===== src/hw/spl_pkg.sv =====
/*
  Shared constants for the link-side port toward the external physical layer.
  Assumes a 125 MHz system clock; the physical layer clock arrives on a pin.
*/
package spl_pkg;
  // phase codes on the two-bit phase bus
  localparam logic [1:0] SPL_CTL_IDLE = 2'h0;
  localparam logic [1:0] SPL_CTL_STATUS = 2'h1;
  localparam logic [1:0] SPL_CTL_RECEIVE = 2'h2;
  localparam logic [1:0] SPL_CTL_GRANT = 2'h3;
  // link-driven codes
  localparam logic [1:0] SPL_LCTL_HOLD = 2'h2;
  localparam logic [1:0] SPL_LCTL_XMIT = 2'h1;
  localparam logic [1:0] SPL_LCTL_IDLE = 2'h0;
  // link clock divider: half period in system clocks
  localparam int SPL_CLK_HZ = 125000000;
  localparam int SPL_LINK_CLK_HZ = 50000000;
  localparam int SPL_LINK_CLK_HALF = (SPL_CLK_HZ / SPL_LINK_CLK_HZ) / 2 < 1 ? 1
                                     : (SPL_CLK_HZ / SPL_LINK_CLK_HZ) / 2;
  localparam logic [7:0] SPL_DATA_RST = 8'h00;
  localparam logic [1:0] SPL_CTL_RST = 2'h0;
  typedef enum logic [1:0] {
    SPL_S_PHY = 2'b00,
    SPL_S_REQ = 2'b01,
    SPL_S_XMIT = 2'b11,
    SPL_S_END = 2'b10
  } spl_state_t;
endpackage


===== src/hw/spl_link_port.sv =====
/*
  Link-side pin logic toward the physical layer: clock out, phase bus,
  data bus, request line and one general io pin.
  Assumes the physical layer clock and all pins are asynchronous to i_ref_clk.
*/
`timescale 1ns/1ns
`default_nettype none
module spl_link_port
  import spl_pkg::*;
#(
  parameter int DATA_W = 8
) (
  // system
  input wire logic i_ref_clk,
  input wire logic i_rstn,
  // user side
  input wire logic i_tx_req,
  input wire logic [DATA_W-1:0] i_tx_data,
  input wire logic i_tx_last,
  input wire logic i_io_dir,
  input wire logic i_io_out,
  output logic o_tx_taken,
  output logic [DATA_W-1:0] o_rx_data,
  output logic o_rx_valid,
  output logic [1:0] o_phase,
  output logic o_io_in,
  // physical layer pins
  input wire logic i_phy_clk,
  input wire logic [1:0] i_ctl,
  input wire logic [DATA_W-1:0] i_data,
  input wire logic i_gpio,
  output logic o_link_side_clock_out,
  output logic o_link_service_request,
  output logic [1:0] o_ctl,
  output logic o_ctl_oen,
  output logic [DATA_W-1:0] o_data,
  output logic o_data_oen,
  output logic o_gpio,
  output logic o_gpio_oen
);
  // byte lanes and the 8-bit divider counter are fixed in size
  if (DATA_W != 8) begin : g_bad_width
    $error("data width must be 8");
  end
  if (SPL_LINK_CLK_HALF < 1 || SPL_LINK_CLK_HALF > 256) begin : g_bad_half
    $error("link clock half period out of range");
  end

  logic [1:0] pclk_sync;
  logic [1:0] ctl_s1, ctl_s2;
  logic [DATA_W-1:0] dat_s1, dat_s2;
  logic [1:0] gpio_sync;
  logic pclk_prev;
  logic pclk_rise;
  logic [7:0] div_cnt;
  logic link_clk_wrap;
  logic link_clk_rise;
  spl_state_t state;

  // two flops on every pin before use
  always_ff @(posedge i_ref_clk) begin
    pclk_sync <= {pclk_sync[0], i_phy_clk};
    ctl_s1 <= i_ctl;
    ctl_s2 <= ctl_s1;
    dat_s1 <= i_data;
    dat_s2 <= dat_s1;
    gpio_sync <= {gpio_sync[0], i_gpio};
    pclk_prev <= pclk_sync[1];
  end

  // sample buses on phy clock rising edge
  assign pclk_rise = pclk_sync[1] & ~pclk_prev;

  // link clock derived by divider
  assign link_clk_wrap = (div_cnt == 8'(SPL_LINK_CLK_HALF - 1));
  // edge at which the link clock goes high; link-driven phase codes launch here
  assign link_clk_rise = link_clk_wrap & ~o_link_side_clock_out;
  always_ff @(posedge i_ref_clk) begin
    if (!i_rstn) begin
      div_cnt <= 8'h00;
      o_link_side_clock_out <= 1'b0;
    end else if (link_clk_wrap) begin
      div_cnt <= 8'h00;
      o_link_side_clock_out <= ~o_link_side_clock_out;
    end else begin
      div_cnt <= div_cnt + 8'h01;
    end
  end

  // ownership state machine
  always_ff @(posedge i_ref_clk) begin
    if (!i_rstn) begin
      state <= SPL_S_PHY;
    end else if (pclk_rise) begin
      case (state)
        SPL_S_PHY: begin
          if (i_tx_req) state <= SPL_S_REQ;
        end
        SPL_S_REQ: begin
          if (ctl_s2 == SPL_CTL_GRANT) state <= SPL_S_XMIT;
        end
        SPL_S_XMIT: begin
          if (i_tx_last) state <= SPL_S_END;
        end
        default: state <= SPL_S_PHY;
      endcase
    end
  end

  // request line held while waiting for grant
  always_ff @(posedge i_ref_clk) begin
    if (!i_rstn) o_link_service_request <= 1'b0;
    else o_link_service_request <= (state == SPL_S_REQ);
  end

  // phase code follows the link clock, not the phy clock;
  // it may settle before the enable drops, which is harmless while released
  always_ff @(posedge i_ref_clk) begin
    if (!i_rstn) begin
      o_ctl <= SPL_CTL_RST;
    end else if (link_clk_rise) begin
      case (state)
        SPL_S_XMIT: o_ctl <= SPL_LCTL_XMIT;
        SPL_S_END: o_ctl <= SPL_LCTL_IDLE;
        default: o_ctl <= o_ctl;
      endcase
    end
  end

  // bus drivers; link takes the bus on a phy edge seen in XMIT and releases it on one seen in PHY/REQ
  always_ff @(posedge i_ref_clk) begin
    if (!i_rstn) begin
      o_ctl_oen <= 1'b1;
      o_data_oen <= 1'b1;
      o_data <= SPL_DATA_RST;
      o_tx_taken <= 1'b0;
    end else begin
      o_tx_taken <= 1'b0;
      if (pclk_rise) begin
        case (state)
          SPL_S_XMIT: begin
            o_ctl_oen <= 1'b0;
            o_data_oen <= 1'b0;
            o_data <= i_tx_data;
            o_tx_taken <= 1'b1;
          end
          SPL_S_END: begin
            o_data <= SPL_DATA_RST;
          end
          default: begin
            o_ctl_oen <= 1'b1;
            o_data_oen <= 1'b1;
          end
        endcase
      end
    end
  end

  // receive side when phy owns the bus
  always_ff @(posedge i_ref_clk) begin
    if (!i_rstn) begin
      o_rx_data <= SPL_DATA_RST;
      o_rx_valid <= 1'b0;
      o_phase <= SPL_CTL_RST;
    end else begin
      o_rx_valid <= pclk_rise && o_ctl_oen && ctl_s2 == SPL_CTL_RECEIVE;
      if (pclk_rise) begin
        o_rx_data <= dat_s2;
        o_phase <= o_ctl_oen ? ctl_s2 : o_ctl;
      end
    end
  end

  // general io pin zero
  always_ff @(posedge i_ref_clk) begin
    if (!i_rstn) begin
      o_gpio_oen <= 1'b1;
      o_gpio <= 1'b0;
      o_io_in <= 1'b0;
    end else begin
      o_gpio_oen <= ~i_io_dir;
      o_gpio <= i_io_out;
      o_io_in <= gpio_sync[1];
    end
  end
endmodule
`default_nettype wire


===== config.mk =====
export PLATFORM = sky130hd
export DESIGN_NAME = spl_link_port
export DESIGN_NICKNAME = d
export VERILOG_FILES = /design/src/hw/spl_pkg.sv /design/src/hw/spl_link_port.sv
export SDC_FILE = /design/constraint.sdc
export NUM_CORES = 1
export LEC_CHECK = 0
export ABC_CLOCK_PERIOD_IN_PS = 2250
export BUFFER_PORTS_ARGS = -buffer_cell sky130_fd_sc_hd__buf_2
export CORE_MARGIN = 4
export CORE_UTILIZATION = 53
export CTS_CLUSTER_SIZE = 25
export DETAILED_ROUTE_END_ITERATION = 6
export MAX_ROUTING_LAYER = met4
export PLACE_DENSITY = 0.87
export SLEW_MARGIN = 20
export SYNTH_ARGS = -nofsm -noshare
export SYNTH_HDL_FRONTEND = slang
export SYNTH_SLANG_ARGS = --single-unit

===== constraint.sdc =====
create_clock -name i_ref_clk -period 2.25 [get_ports i_ref_clk]
set_input_delay 0.3375 -clock i_ref_clk [delete_from_list [all_inputs] [get_ports i_ref_clk]]
set_output_delay 0.3375 -clock i_ref_clk [all_outputs]
set_load 0.01 [all_outputs]

==> results.yml <==
cts:
  cts_setup_buffers: 0
  clk_path_buf_depth: 2
  cts_made_buffers: 9
  cts.sinks: 62
  post_cts_resized: 0
  cts_hold_buf: 0
  clk_pin_slew_ns: 0.10
  cts_tree: "yes"
  htreeDepth: 3
  clock_latency_ns: 0.38
  cts_root_buf: "clkbuf_4"
detailed_routing:
  routedWlPerCell_um: 11.6
  antenna_left: 0
  vias: 1419
  vias_per_cell: 4.86
  dr.pass1.iters: 4
  drt_iter0_drc: 59
  wirelength_mm: 3.40
  drcViolationCount: 0
die:
  die_h_um: 67.6
  start_util: 0.556
  rows: 21
  core_mm2: 0.00339
  fp.dieArea_mm2: 0.00458
  ioPinCount: 55
  die_width_um: 67.6
yosys:
  ys_ff_latch: 62
  synth_ff_type: "dfxtp_1"
  synthArstFlopShare: 0
  yosysSeqAreaShare: 0.658
  syn_area_mm2: 0.00189
  yosysWarnings: 0
  avgSynthCellArea_um2: 10.2
  syn_inst: 185
  synth_edf_count: 0
  syn_nets: 213
  yosysUniqueCellTypes: 29
placed_design:
  place_congestion: 0.787
  place_worst_setup_slack_ns: 0.548
  hpwl_mm: 2.39
  portBuffers: 53
layout:
  syn_to_final_growth_pct: 25.5
  multiInputGateArea_um2: 581
  nFillCells: 254
  antenna_cells: 0
  drive_above_1_share: 0.289
  nets: 269
  regArea_mm2: 0.00124
timing:
  tns_ns: 0
  final.setup_skew_ns: 0.0154
  slew_headroom: 0.558
  finalHoldViolCount: 0
  timing.final.crit_share: 0.753
  finalSetupViolations: 0
  setup_ws_ns: 0.556
  period_needed_ns: 1.69
  rsz0062_at_grt: "no"
  tightest_slew_ns: 0.662
  hold_ws_ns: 0.0472
  fmax_mhz: 590
  report.final.slew_viol_count: 0
worst_setup_path:
  regToRegSetupSlack_ns: 0.56
  cpLargestDelayFamily: "simple AND/OR/NAND/NOR gates"
  crit_chain: "inv_1 > ha_1 > or4b_4 > o21ai_1 > nor2_1"
  critPathRequiredTime_ns: 2.50
  worst-path-buf-inv: 1
  critPathLaunchType: "register"
  crit_type: "register to register"
  cp.arrival_ns: 1.95
  max_stage_delay_ns: 0.47
  reg2reg_from: "div_cnt[0]$_SDFF_PP0_"
  worstReg2RegEnd: "div_cnt[2]$_SDFF_PP0_"
  critPathSlowestCell: "or4b_4"
  cp_max_fo: 7
  cp-end-kind: "register"
  rr_worst_depth: 5
power:
  swShare: 0.201
  powerDensity_mw_per_mm2: 940
  share_comb_of_total_power: 0.041
  p_switching_w: 0.000447
  p_seq_frac: 0.522
  p_leak_nw: 1.02
  p_int_w: 0.00178
  ir_drop_uv: 543
  clockPowerShare: 0.437
global_routing:
  grt.met3_usage: 0.0715
  grt_util_met1: 0.190
  use_met2: 0.262
  antenna_found_initial: 0
  grt_usage: 0.173
  grt_pass1_vias: 1298
  grt_max_degree: 23
  grt_pass1_wl_mm: 5.51
  grt_remaining_overflow: 0
  grt.busiest_layer: "met2"
flow_run:
  cap_violations: 0
outcome:
  status: "complete, no violations"
min_path:
  hold_end: "dat_s1[6]$_DFF_P_"
  hp-class: "input port to register"
  min_from: "i_data[6]"
  hold_depth: 1
[cell usage after synthesis, drive strengths merged (2+ instances only)]
library cell | count | share of area
dfxtp | 62 | 0.66
nand3b | 2 | 0.0080
and2 | 2 | 0.0066
buf | 2 | 0.0080
a21oi | 23 | 0.061
nand2 | 29 | 0.058
a211oi | 2 | 0.0080
clkbuf | 7 | 0.014
o21ai | 6 | 0.016
mux2i | 2 | 0.011
xor2 | 2 | 0.0093
ha | 2 | 0.013
inv | 6 | 0.012
nand3 | 13 | 0.035
or3 | 5 | 0.017
nor2 | 8 | 0.016
[cell families after synthesis]
logic type	Yosys count	synth area share
AOI/OAI and AO/OA	34	0.0962
xor gates and xnor gates	3	0.0139
adders and majority gates	2	0.0133
buffers and inverters	15	0.0338
DFF	62	0.658
muxes	2	0.0106
other	1	0.00199
and+or+nand+nor	66	0.172
[worst register-to-register path, stage by stage (launching register included)]
cell	delay [ns]
dfxtp_1	0.36
inv_1	0.07
ha_1	0.13
or4b_4	0.47
o21ai_1	0.44
nor2_1	0.10
[layer usage]
metal	vias up	routed length (µm)
met5	-	0
li1	728	-
met1	637	1420
met4	0	27
met3	4	324
met2	50	1630
[placed cells by master, fill, tap and decap left out, drive strengths merged, types with 2 or more instances in the layout]
cell type  Yosys  routed
dfxtp         62      62
buf            2      54
nand2         29      29
a21oi         23      23
nand3         13      13
clkbuf         7      11
nor2           8       8
inv            6       6
o21ai          6       6
or3            5       5
bufinv         0       3
mux2i          2       2
a211oi         2       2
xor2           2       2
nand3b         2       2
and2           2       2
ha             2       2
[how the worst max path moves through the flow]
| stage | end | start | slack (ns) | cells after the start |
|---|---|---|---|---|
| 4_1_cts | div_cnt[4]$_SDFF_PP0_ | div_cnt[0]$_SDFF_PP0_ | 0.54 | 5 |
| 3_5_place_dp | div_cnt[4]$_SDFF_PP0_ | div_cnt[0]$_SDFF_PP0_ | 0.55 | 5 |
| 2_1_floorplan | o_ctl[0]$_SDFFE_PN0P_ | div_cnt[0]$_SDFF_PP0_ | 0.74 | 5 |
| 6_report | div_cnt[2]$_SDFF_PP0_ | div_cnt[0]$_SDFF_PP0_ | 0.56 | 5 |
| 5_1_grt | div_cnt[4]$_SDFF_PP0_ | div_cnt[0]$_SDFF_PP0_ | 0.43 | 5 |
| 3_3_place_gp | div_cnt[2]$_SDFF_PP0_ | div_cnt[0]$_SDFF_PP0_ | 0.59 | 5 |
[state kept, by name, summed over array words and instances (netlist names), 8 cells and up]
name / count
dat_s1: 8
dat_s2: 8
div_cnt: 8
o_data: 8
o_rx_data: 8
[through the flow]
stage / utilization / instances / cell area, µm² / total power, W
after floorplan: - / 185 / 1890 / 0.00123
after global placement: 0.642 / 276 / 2170 / 0.00127
after detailed placement: 0.642 / 276 / 2170 / 0.00128
after CTS: 0.698 / 292 / 2370 / 0.00225
after global routing: 0.698 / 292 / 2370 / 0.00232
final: 0.698 / 292 / 2370 / 0.00222
[power groups by stage]
| stage | clock (W) | combinational, W | sequential, W |
|---|---|---|---|
| after global routing | 0.00105 | 0.000104 | 0.00116 |
| final | 0.000973 | 0.0000913 | 0.00116 |
| after CTS | 0.000997 | 0.0000930 | 0.00116 |
| after global placement | 0 | 0.0000890 | 0.00118 |
| after floorplan | 0 | 0.0000456 | 0.00119 |
| after detailed placement | 0 | 0.0000923 | 0.00119 |
[final cells by class]
class	count	area share
flip-flops and latches	62	0.525
multi-input cells	108	0.245
repair buffers	54	0.115
clock inverters	5	0.0449
clock buffers	11	0.0360
well taps	46	0.0243
inverters	6	0.00952
Power figures use the tool's default switching activity.
